[config.mk]
export PLATFORM = sky130hd
export DESIGN_NAME = pmr_top
export DESIGN_NICKNAME = d
export VERILOG_FILES = /design/src/rtl/pmr_pkg.sv /design/src/rtl/pmr_top.sv /design/src/rtl/pmr_sync.sv
export VERILOG_INCLUDE_DIRS = /design/src /design/src/rtl
export SDC_FILE = /design/constraint.sdc
export NUM_CORES = 1
export LEC_CHECK = 0
export BUFFER_PORTS_ARGS = -buffer_cell sky130_fd_sc_hd__clkbuf_2
export CORE_ASPECT_RATIO = 1.2
export CORE_MARGIN = 2
export CORE_UTILIZATION = 55
export DETAILED_ROUTE_END_ITERATION = 16
export PLACE_DENSITY = 0.85
export SYNTH_ARGS = -nofsm -noshare
export SYNTH_HDL_FRONTEND = slang
export SYNTH_HIERARCHICAL = 1
export SYNTH_SLANG_ARGS = --single-unit
[constraint.sdc]
create_clock -name clk_i -period 3.4 [get_ports clk_i]
set_input_delay 0.68 -clock clk_i [delete_from_list [all_inputs] [get_ports clk_i]]
set_output_delay 0.68 -clock clk_i [all_outputs]
set_load 0.01 [all_outputs]
[src/rtl/pmr_defines.svh]
// Constants for the power mode and reset control block
`ifndef PMR_DEFINES_SVH
`define PMR_DEFINES_SVH

// Register byte offsets
`define PMR_OFS_PCR      8'h00
`define PMR_OFS_WAKE_EN  8'h04
`define PMR_OFS_STATUS   8'h08

// Power control register bit positions
`define PMR_PCR_IDLE     0
`define PMR_PCR_PDOWN    1
`define PMR_PCR_GF0      2
`define PMR_PCR_GF1      3

// Wake enable register bit positions
`define PMR_WEN_EXT0     0
`define PMR_WEN_EXT1     1
`define PMR_WEN_KBD      2

// Reset values
`define PMR_PCR_RST      4'h0
`define PMR_WEN_RST      3'h0
// Pin idle levels: {kbd, ext_irq_one_n, ext_irq_zero_n, reset pin}
`define PMR_PIN_IDLE     4'h6

// Timing, in oscillator periods
`define PMR_WARM_RST_TOSC  24
`define PMR_WDT_PULSE_TOSC 96
`define PMR_KBD_WAKE_TOSC  1024
// clk_i is the oscillator clock itself
`define PMR_CLK_PER_TOSC   1

`endif

[src/rtl/pmr_pkg.sv]
// Types of the power mode and reset control block
package pmr_pkg;

   typedef enum logic [2:0]
   {
      PMR_RUN   = 3'h0,
      PMR_IDLE  = 3'h1,
      PMR_PDOWN = 3'h3,
      PMR_WAKE  = 3'h2,
      PMR_KBD   = 3'h6
   } pmr_state_t;

   typedef enum logic [1:0]
   {
      PMR_SRC_NONE = 2'h0,
      PMR_SRC_EXT0 = 2'h1,
      PMR_SRC_EXT1 = 2'h2,
      PMR_SRC_KBD  = 2'h3
   } pmr_src_t;

   typedef struct packed
   {
      logic gf1;
      logic gf0;
      logic pdown;
      logic idle;
   } pmr_pcr_t;

   // Synchronised pins
   typedef struct packed
   {
      logic kbd;
      logic ext1_n;
      logic ext0_n;
      logic rst;
   } pmr_pins_t;

   typedef struct packed
   {
      pmr_pins_t meta;
      pmr_pins_t stable;
   } pmr_sync_t;

   typedef struct packed
   {
      pmr_state_t  st;
      pmr_pcr_t    pcr;
      logic [2:0]  wake_en;
      logic [4:0]  rst_cnt;
      logic        rst_act;
      logic [6:0]  wdt_cnt;
      logic        wdt_drv;
      logic [10:0] kbd_cnt;
      pmr_src_t    wake_src;
      logic        ack;
      logic [31:0] dat;
      logic        cpu_clk_en;
      logic        periph_clk_en;
      logic        osc_en;
      logic        strobe_hi;
      logic        strobe_lo;
      logic        port_hold;
   } pmr_regs_t;

endpackage : pmr_pkg

[src/rtl/pmr_top.sv]
// Power mode, wake-up and warm reset control with a Wishbone register slave
// Overview of operation
// - Watchdog firing drives a 96-period high pulse onto the reset pin.
// - Writing the idle request bit makes that write the last before idle.
// - Idle stops only the CPU clock; interrupts, timers, serial keep clocking.
// - Idle preserves all CPU state by freezing, not resetting, the core.
// - Idle freezes port levels and holds both bus strobes high.
// - Enabled interrupt in idle clears idle request bit and ends idle.
// - After that service routine the core resumes after the idle instruction.
// - Two general software flags live in the power control register.
// - Reset held 24 periods ends idle and completes a warm reset.
// - Power-down request stops the oscillator after the requesting write.
// - Power-down keeps internal RAM and special registers unchanged.
// - Power-down ends only by hardware reset or qualifying external wake.
// - Only enabled external zero, one and keyboard sources wake power-down.
// - Keyboard wake waits 1024 clocks before normal operation.
// - Low wake pin restarts oscillator; exit completes when pin returns high.
// - With both pins enabled the first low pin owns the exit.
// - After that service routine the core resumes after power-down entry.
// - Reset exit reinitialises registers; interrupt exit leaves them alone.
// - Idle and power-down both set: same exit, both bits cleared.
`timescale 1ns/10ps
`default_nettype none
`include "pmr_defines.svh"

module pmr_top
   import pmr_pkg::*;
#(
   parameter int WARM_RST_TOSC  = `PMR_WARM_RST_TOSC,
   parameter int WDT_PULSE_TOSC = `PMR_WDT_PULSE_TOSC,
   parameter int KBD_WAKE_TOSC  = `PMR_KBD_WAKE_TOSC
)
(
   input  wire logic        clk_i,
   input  wire logic        rst_i,
   // Wishbone classic slave
   input  wire logic        wb_cyc_i,
   input  wire logic        wb_stb_i,
   input  wire logic        wb_we_i,
   input  wire logic [7:0]  wb_adr_i,
   input  wire logic [3:0]  wb_sel_i,
   input  wire logic [31:0] wb_dat_i,
   output logic      [31:0] wb_dat_o,
   output logic             wb_ack_o,
   // Core side
   input  wire logic        irq_pending_i,
   input  wire logic        wdt_fire_i,
   output logic             cpu_clk_en_o,
   output logic             periph_clk_en_o,
   output logic             osc_en_o,
   output logic             core_reset_o,
   output logic             strobe_hold_hi_o,
   output logic             strobe_hold_lo_o,
   output logic             port_hold_o,
   output logic [1:0]       wake_src_o,
   // Pins
   input  wire logic        rst_pin_i,
   output logic             rst_pin_o,
   output logic             rst_pin_oe_o,
   input  wire logic        ext_irq_zero_n_i,
   input  wire logic        ext_irq_one_n_i,
   input  wire logic        kbd_irq_i
);

   localparam logic [4:0]  RST_CYC = 5'(WARM_RST_TOSC * `PMR_CLK_PER_TOSC);
   localparam logic [6:0]  WDT_CYC = 7'(WDT_PULSE_TOSC * `PMR_CLK_PER_TOSC);
   localparam logic [10:0] KBD_CYC = 11'(KBD_WAKE_TOSC * `PMR_CLK_PER_TOSC);

   pmr_regs_t s_r;
   pmr_regs_t s_nxt;
   pmr_pins_t pin_raw;
   pmr_pins_t pin;
   logic      req;
   logic      wr;
   logic      rst_line;
   logic      wake_ext0;
   logic      wake_ext1;
   logic      wake_kbd;

   assign pin_raw = '{kbd: kbd_irq_i, ext1_n: ext_irq_one_n_i, ext0_n: ext_irq_zero_n_i, rst: rst_pin_i};

   pmr_sync pmr_sync_i
   (
      .clk_i  (clk_i),
      .rst_i  (rst_i),
      .pins_i (pin_raw),
      .pins_o (pin)
   );

   assign req = wb_cyc_i & wb_stb_i;
   // Write lands on the edge where the master sees ack
   assign wr  = req & s_r.ack & wb_we_i & wb_sel_i[0];
   // own pulse
   // Our own drive counts even if the board wire is slow to show it
   assign rst_line = pin.rst | s_r.wdt_drv;

   assign wake_ext0 = s_r.wake_en[`PMR_WEN_EXT0] & ~pin.ext0_n;
   assign wake_ext1 = s_r.wake_en[`PMR_WEN_EXT1] & ~pin.ext1_n;
   assign wake_kbd  = s_r.wake_en[`PMR_WEN_KBD] & pin.kbd;

   always_comb
   begin
      s_nxt     = s_r;
      s_nxt.ack = req & ~s_r.ack;
      if (req & ~s_r.ack)
      begin
         case (wb_adr_i)
            `PMR_OFS_PCR:     s_nxt.dat = {28'h0, s_r.pcr};
            `PMR_OFS_WAKE_EN: s_nxt.dat = {29'h0, s_r.wake_en};
            `PMR_OFS_STATUS:  s_nxt.dat = {25'h0, s_r.osc_en, s_r.rst_act, s_r.wake_src, s_r.st};
            default:          s_nxt.dat = 32'h0;
         endcase
      end

      // watchdog pulse
      // Not cut short by the warm reset it causes
      if (s_r.wdt_cnt != 7'h0)
      begin
         s_nxt.wdt_cnt = s_r.wdt_cnt - 7'h1;
      end
      else if (wdt_fire_i & s_r.osc_en)
      begin
         s_nxt.wdt_cnt = WDT_CYC;
      end
      s_nxt.wdt_drv = (s_nxt.wdt_cnt != 7'h0);

      // relies on the pin being held for the full count
      if (!rst_line)
      begin
         s_nxt.rst_cnt = 5'h0;
         s_nxt.rst_act = 1'b0;
      end
      else if (s_r.rst_cnt != RST_CYC)
      begin
         s_nxt.rst_cnt = s_r.rst_cnt + 5'h1;
         s_nxt.rst_act = s_r.rst_act | (s_r.rst_cnt == RST_CYC - 5'h1);
      end

      if (s_r.rst_act)
      begin
         s_nxt.st       = PMR_RUN;
         s_nxt.pcr      = `PMR_PCR_RST;
         s_nxt.wake_en  = `PMR_WEN_RST;
         s_nxt.kbd_cnt  = 11'h0;
         s_nxt.wake_src = PMR_SRC_NONE;
         s_nxt.osc_en   = 1'b1;
      end
      else
      begin
         case (s_r.st)
            PMR_RUN:
            begin
               if (wr && wb_adr_i == `PMR_OFS_PCR)
               begin
                  s_nxt.pcr = pmr_pcr_t'(wb_dat_i[3:0]);
                  if (wb_dat_i[`PMR_PCR_PDOWN])
                  begin
                     s_nxt.st     = PMR_PDOWN;
                     s_nxt.osc_en = 1'b0;
                  end
                  else if (wb_dat_i[`PMR_PCR_IDLE])
                  begin
                     s_nxt.st = PMR_IDLE;
                  end
               end
               else if (wr && wb_adr_i == `PMR_OFS_WAKE_EN)
               begin
                  s_nxt.wake_en = wb_dat_i[2:0];
               end
            end
            PMR_IDLE:
            begin
               if (wr && wb_adr_i == `PMR_OFS_PCR)
               begin
                  s_nxt.pcr.gf0 = wb_dat_i[`PMR_PCR_GF0];
                  s_nxt.pcr.gf1 = wb_dat_i[`PMR_PCR_GF1];
               end
               // core state untouched, so it resumes in place
               if (irq_pending_i)
               begin
                  s_nxt.pcr.idle = 1'b0;
                  s_nxt.st       = PMR_RUN;
               end
            end
            PMR_PDOWN:
            begin
               if (wake_ext0)
               begin
                  s_nxt.st       = PMR_WAKE;
                  s_nxt.osc_en   = 1'b1;
                  s_nxt.wake_src = PMR_SRC_EXT0;
               end
               else if (wake_ext1)
               begin
                  s_nxt.st       = PMR_WAKE;
                  s_nxt.osc_en   = 1'b1;
                  s_nxt.wake_src = PMR_SRC_EXT1;
               end
               else if (wake_kbd)
               begin
                  s_nxt.st       = PMR_KBD;
                  s_nxt.osc_en   = 1'b1;
                  s_nxt.kbd_cnt  = KBD_CYC;
                  s_nxt.wake_src = PMR_SRC_KBD;
               end
            end
            PMR_WAKE:
            begin
               // oscillator settles while the pin is held low
               if ((s_r.wake_src == PMR_SRC_EXT0 && pin.ext0_n) ||
                   (s_r.wake_src == PMR_SRC_EXT1 && pin.ext1_n))
               begin
                  // registers kept, core resumes after the entry write
                  s_nxt.st        = PMR_RUN;
                  s_nxt.pcr.idle  = 1'b0;
                  s_nxt.pcr.pdown = 1'b0;
               end
            end
            PMR_KBD:
            begin
               if (s_r.kbd_cnt == 11'h1)
               begin
                  s_nxt.st        = PMR_RUN;
                  s_nxt.pcr.idle  = 1'b0;
                  s_nxt.pcr.pdown = 1'b0;
               end
               s_nxt.kbd_cnt = s_r.kbd_cnt - 11'h1;
            end
            default:
            begin
               s_nxt.st = PMR_RUN;
            end
         endcase
      end

      // core frozen, never reset, while gated
      // everything holds with the clocks stopped
      s_nxt.cpu_clk_en    = (s_nxt.st == PMR_RUN);
      s_nxt.periph_clk_en = (s_nxt.st == PMR_RUN) || (s_nxt.st == PMR_IDLE);
      s_nxt.strobe_hi     = (s_nxt.st == PMR_IDLE);
      s_nxt.strobe_lo     = (s_nxt.st != PMR_RUN) && (s_nxt.st != PMR_IDLE);
      s_nxt.port_hold     = (s_nxt.st != PMR_RUN);
   end

   always_ff @(posedge clk_i)
   begin
      if (rst_i)
      begin
         s_r               <= '0;
         s_r.st            <= PMR_RUN;
         s_r.pcr           <= `PMR_PCR_RST;
         s_r.wake_en       <= `PMR_WEN_RST;
         s_r.cpu_clk_en    <= 1'b1;
         s_r.periph_clk_en <= 1'b1;
         s_r.osc_en        <= 1'b1;
      end
      else
      begin
         s_r <= s_nxt;
      end
   end

   assign wb_dat_o         = s_r.dat;
   assign wb_ack_o         = s_r.ack;
   assign cpu_clk_en_o     = s_r.cpu_clk_en;
   assign periph_clk_en_o  = s_r.periph_clk_en;
   assign osc_en_o         = s_r.osc_en;
   assign core_reset_o     = s_r.rst_act;
   assign strobe_hold_hi_o = s_r.strobe_hi;
   assign strobe_hold_lo_o = s_r.strobe_lo;
   assign port_hold_o      = s_r.port_hold;
   assign wake_src_o       = s_r.wake_src;
   assign rst_pin_o        = s_r.wdt_drv;
   assign rst_pin_oe_o     = s_r.wdt_drv;

   // Length of the current watchdog drive, read only by the checks
   logic [7:0] drv_len_r;

   always_ff @(posedge clk_i)
   begin
      if (rst_i)
      begin
         drv_len_r <= 8'h0;
      end
      else if (s_r.wdt_drv)
      begin
         drv_len_r <= drv_len_r + 8'h1;
      end
      else if (s_nxt.wdt_drv)
      begin
         drv_len_r <= 8'h0;
      end
   end
endmodule : pmr_top
`default_nettype wire

[src/rtl/pmr_sync.sv]
// Two flip-flop synchroniser for the pin inputs
`timescale 1ns/10ps
`default_nettype none
`include "pmr_defines.svh"

module pmr_sync
   import pmr_pkg::*;
(
   input  wire logic      clk_i,
   input  wire logic      rst_i,
   input  wire pmr_pins_t pins_i,
   output var  pmr_pins_t pins_o
);

   pmr_sync_t s_r;
   pmr_sync_t s_nxt;

   always_comb
   begin
      s_nxt.meta   = pins_i;
      s_nxt.stable = s_r.meta;
   end

   always_ff @(posedge clk_i)
   begin
      if (rst_i)
      begin
         s_r.meta   <= `PMR_PIN_IDLE;
         s_r.stable <= `PMR_PIN_IDLE;
      end
      else
      begin
         s_r <= s_nxt;
      end
   end

   assign pins_o = s_r.stable;

endmodule : pmr_sync
`default_nettype wire

Yosys cells after proc, flatten, opt, wreduce, memory -nomap -nowiden. Cells that the tools add are included.

Memories: 0. Bits in latches: 0. Output and inout port bits: 44. Bits in registers: 84. Bits in read-only memories: 0. RAM bits: 0. Bits of input ports: 55. Word-level logic and storage cells: 134.

Divide/modulo/power cells: 0. Shift-type cells: 0. Muxes and demuxes: 36. Reduce and logical (&&, ||, !) cells: 28. Equal/unequal tests: 23. Multipliers: 0. Bitwise logic cells: 16. Add/subtract/negate cells: 3. $lt $le $gt $ge: 0.

Operators with widths (number): 3-bit two-way mux (11); 11-bit two-way mux (2); 11-bit case mux with 2 select lines (1); 7-bit two-way mux (3); 7-bit case mux with 3 select lines (1); 2-bit inequality test, second input constant (9); 3-bit case mux with 5 select lines (1); 7-bit nonzero test (2); 13-bit two-way mux (1); 4-bit AND reduction (3); 11-bit by 1-bit equality test with 1-bit output, second input constant (1); 11-bit by 1-bit subtractor with 11-bit output, second input constant (1); 10-bit two-way mux (1); 2-bit two-way mux (5); 1-bit bitwise AND (9); 3-bit nonzero test (3); 8-bit by 3-bit equality test with 1-bit output, second input constant (1); 8-bit by 4-bit equality test with 1-bit output, second input constant (1); 8-bit zero test (1); 7-bit by 1-bit subtractor with 7-bit output, second input constant (1); 3-bit by 1-bit equality test with 1-bit output, second input constant (2); 3-bit by 2-bit equality test with 1-bit output, second input constant (2); 3-bit zero test (2); 1-bit two-way mux (6); other kinds (22) (36).

Logic depth before layout (Yosys ltp).
Depth after elaboration: 11. Gate-level depth with buffers: 8. Gate-level depth less buffers: 6.

Modules after synthesis. The synthesis kept the hierarchy.

By module, submodules not included: pmr_top (area each 2944.1 µm², sequential area each 1021.0 µm², times used 1, cells each 349); pmr_sync (area each 210.2 µm², sequential area each 160.2 µm², times used 1, cells each 16).

Least setup slack after synthesis. OpenSTA, ideal clock, no wires.

Path kind: input -> register. Start: in wb_adr_i[1]. End: reg s_r (netlist bit wb_dat_o[0]). Stages on the path: 4. Arrival time: 2.015 ns. Setup time: 0.067 ns. Slack: 1.318 ns. Data required time: 3.333 ns. Path buffers: 0. Cells stage by stage: or4_4 -> a2111oi_0 -> a22oi_1 -> nor2_1.

Cells in the longest elaborated chain, start to end: 2. Elaborated cells between the ends (all ways): 4. Classes of those cells: eq/ne (2); mux (1); reduce/logical (1).

RTL lines: from (decl) (RTL line pmr_top.sv:40) `input wire logic [7:0] wb_adr_i,`; 8-bit by 4-bit equality test with 1-bit output, or another cell as far along (RTL line pmr_top.sv:107) `case (wb_adr_i)`; 7-bit case mux with 3 select lines * (RTL line pmr_top.sv:107); to (signal assigned) (RTL line pmr_top.sv:259) `s_r <= s_nxt;`; to (decl) (RTL line pmr_top.sv:69) `pmr_regs_t s_r;`.

Mark *: on every way between the ends. The rest lies on a longest branch, timed or not. A chain may end at the register's enable or synchronous reset.

Worst setup path after layout.
Start: reg s_r[53] (netlist bit). End: reg s_r[53] (netlist bit).

Cells in the longest elaborated chain, start to end: 2. Elaborated cells between the ends (all ways): 4. Classes of those cells: add/sub (1); mux (2); reduce/logical (1).

RTL lines: 7-bit by 1-bit subtractor with 7-bit output, or another cell as far along (RTL line pmr_top.sv:119) `s_nxt.wdt_cnt = s_r.wdt_cnt - 7'h1;`; 7-bit two-way mux * (RTL line pmr_top.sv:117) `if (s_r.wdt_cnt != 7'h0)`.

Marks and branches as above.

==> impl_results.md <==
- Detail Placement HPWL: 4.69 mm
- Critical path's top delay family: simple AND/OR/NAND/NOR gates
- Worst VDD drop: 350 uV
- XOR/XNOR Fraction of Synth Area: 1.39%
- # Post-CTS Setup Buffers: 0
- Fin crit share: 62.6%
- Post-CTS Hold Fix Bufs: 0
- Sequential share of power: 40.0%
- CP Class: flop to flop
- Arrival @ worst endpoint: 2.41 ns
- Internal: 1.46 mW
- H-tree Lvls: 3
- Minimum clock period after layout: 2.13 ns
- Initial antenna violation count: 0
- Initial Utilization: 56.4%
- IO buf count: 42
- PwrDens: 583 mW/mm2
- Setup violators final: 0
- Core area: 0.00559 mm2
- DIE HEIGHT: 87.0 um
- Status: completed
- Worst-Margin Slew: 0.988 ns
- Die Wd: 73.1 um
- Clock network power share: 39.6%
- Clock buffer count from CTS: 9
- Detailed Route WL: 6.45 mm
- Synth Area per Inst: 8.64 um2
- Final Hold Viols: 0
- Longest Clk Path Bufs: 2
- Fraction of layout cells with a size suffix above 1: 18.6%
- Die ar.: 0.00636 mm2
- Reg-to-reg slack, setup: 1.27 ns
- DR DRC count: 0
- Async set-reset flop share out of synthesis: 0%
- Warnings, synthesis: 6
- Total grt overflow: 0
- TritonCTS clock tree: yes
- MaxCap Viol Count: 0
- Mapped Area: 0.00315 mm2
- Non-filler cells in the finished layout: 462
- Worst hold stages: 1
- Initial DRC count: 130
- Critical Path Slowest Stage Cell: or4_4
- Ys flop type: dfxtp_1
- WL/cell: 14.0 um
- Compound-Gate Fraction of Synth Area: 14.5%
- Netlist cell types: 60
- Clk root buf: clkbuf_8
- CTS Sinks: 59
- Tot GR Track Use: 21.8%
- DR vias: 2617
- Synth Area in Adders: 1.98%
- Simple-gate share of the synthesized area: 27.3%
- Site Rows: 30
- CP max stage delay: 0.50 ns
- Nets: 453
- Synth Register Bits: 59
- Worst R2R Path Depth: 6
- Slew headroom: 33.3%
- Clk Latency, worst-skew pair: 0.34 ns
- Psw: 0.559 mW
- Crit. End Element: flop
- Vias in the first global route: 2372
- Mux share of post-synthesis cell area: 5.79%
- Logic gate share of total power: 20.4%
- Sequential area share after synthesis: 37.4%
- Post_cts resized: 0
- CP max FO: 7
- Lkg Pwr: 1.41 nW
- Hold WC Path Type: flop to flop
- Placer Congestion: 0.849
- Stages on the worst setup path: 6
- Hold path startpoint: pmr_sync_i/s_nxt[2]$_SDFF_PP1_
- Register clock-pin slew on the reported worst setup and hold paths: 0.07 ns
- Post-synth EDFFs: 0
- Worst clock skew: 0.0137 ns
- I/O Pins: 99
- RSZ-0062 raised after global routing: no
- Syn-to-layout area delta: 9.72%
- Reg2reg end: s_r[53]$_SDFF_PP0_
- Largest net degree at the start of global routing: 28
- Hold EP: pmr_sync_i/pins_o[2]$_SDFF_PP1_
- Worst path cell trace: inv_1, ha_1, or3b_1, or4_4, mux2_4, nor2_2
- First-pass GRT wire length: 10.7 mm
- Largest family of logic cells by synthesized area: simple AND/OR/NAND/NOR gates
- Slew Viols, Final: 0
- Kind of start point of the critical path: flop
- N_diodes: 0
- Inst Count DP: 446
- Sw Ratio: 27.7%
- Fmax: 470 MHz
- First-pass iteration count of the detailed router: 5
- Req. time, crit path: 3.68 ns
- Fillers: 480
- Avg Vias per Cell: 5.66
- Setup tns final: 0 ns
- Buffers plus inverters on the worst setup path: 1
- RR Startpoint: s_r[53]$_SDFF_PP0_
- Synthesized instance count: 365
- Antenna-violating nets left: 0
-- power by group through the flow --
stage,clock network [mW],registers (mW),logic (mW)
2_1_floorplan,0,0.805,0.389
3_3_place_gp,0,0.815,0.396
3_5_place_dp,0,0.821,0.409
4_1_cts,0.815,0.805,0.411
5_1_grt,0.850,0.814,0.464
6_report,0.800,0.807,0.412
-- kinds of logic (layout without fill, tap and decap cells) --
family,Yosys count,count (layout)
simple gates,152,152
buf+inv,59,68
other cells,1,25
compound gates,67,67
flops,59,59
xor+xnor,5,5
mux,17,17
fa+ha+maj,5,5
-- area by class of cell --
| class | count | area [um2] | area share, % |
|---|---|---|---|
| well taps | 64 | 80.1 | 2.31 |
| multi-input cells | 271 | 1700 | 49.1 |
| inverters | 9 | 33.8 | 0.976 |
| flip-flops and latches | 59 | 1180 | 34.1 |
| clock buffers | 10 | 138 | 3.98 |
| clock inverters | 6 | 111 | 3.22 |
| repair buffers | 43 | 218 | 6.29 |
-- per-layer routing --
metal	up-vias	GRT usage (%)	share of wire, %
met5	-	0	0
met4	0	11.8	2.2
met3	14	5.67	4.8
met2	68	35.0	50
met1	1234	26.3	43
li1	1301	-	-
-- cell usage after synthesis (6+ instances only) --
library cell  count  area (um2)
dfxtp_1          59        1180
buf_4            35         263
nor2_1           26        97.6
nand2_1          24        90.1
a21oi_1          17        85.1
nand2b_1         16         100
nor3_1           14        70.1
mux2i_1          13         130
o21ai_0          12        60.1
nand3_1          11        55.1
clkbuf_1         10        37.5
inv_1             9        33.8
nor2b_1           9        56.3
nand4_1           6        37.5
-- flip-flops by register name, summed over array words and instances, names as in the netlist --
register           count
wb_dat_o               7
wb_ack_o               1
osc_en_o               1
wake_src_o             2
s_r                   33
cpu_clk_en_o           1
pmr_sync_i/s_nxt       4
pmr_sync_i/pins_o      4
strobe_hold_lo_o       1
rst_pin_o              1
strobe_hold_hi_o       1
periph_clk_en_o        1
port_hold_o            1
core_reset_o           1
-- through the flow --
| stage | total power, mW | setup WS [ns] | util (%) | hold slack [ns] | area (um2) |
|---|---|---|---|---|---|
| detailed placement | 1.23 | 1.05 | 57.4 | 0.405 | 3210 |
| finish | 2.02 | 1.27 | 61.9 | 0.419 | 3460 |
| CTS | 2.03 | 1.29 | 61.9 | 0.418 | 3460 |
| global placement | 1.21 | 1.09 | 57.4 | 0.387 | 3210 |
| global route | 2.13 | 1.17 | 61.9 | 0.441 | 3460 |
| floorplan | 1.19 | 1.32 | - | 0.383 | 3240 |
-- cell usage in the layout, fill, tap and decap left out, drive strengths merged, types with 3 or more instances in the layout --
cell type	n
a211oi	4
a21boi	3
a21oi	17
a22oi	3
a31oi	3
a41oi	5
and2	3
and3b	4
bufinv	3
clkbuf	52
conb	25
dfxtp	59
ha	5
inv	10
mux2	4
mux2i	13
nand2	24
nand2b	16
nand3	11
nand3b	4
nand4	6
nand4b	3
nor2	28
nor2b	9
nor3	14
nor4	6
o21ai	12
o2bb2ai	4
or2	9
or4	4
xnor2	3
-- worst max-delay path by stage --
stage | start | end | slack (ns)
after floorplan | wb_adr_i[1] | wb_dat_o[0]$_SDFFE_PP0P_ | 1.32
after global placement | rst_i | strobe_hold_lo_o$_SDFF_PP0_ | 1.09
after detailed placement | rst_i | strobe_hold_lo_o$_SDFF_PP0_ | 1.05
after CTS | s_r[53]$_SDFF_PP0_ | s_r[53]$_SDFF_PP0_ | 1.29
after global routing | s_r[53]$_SDFF_PP0_ | s_r[53]$_SDFF_PP0_ | 1.17
final | s_r[53]$_SDFF_PP0_ | s_r[53]$_SDFF_PP0_ | 1.27
Note: power is estimated with default switching activity, not from simulation.
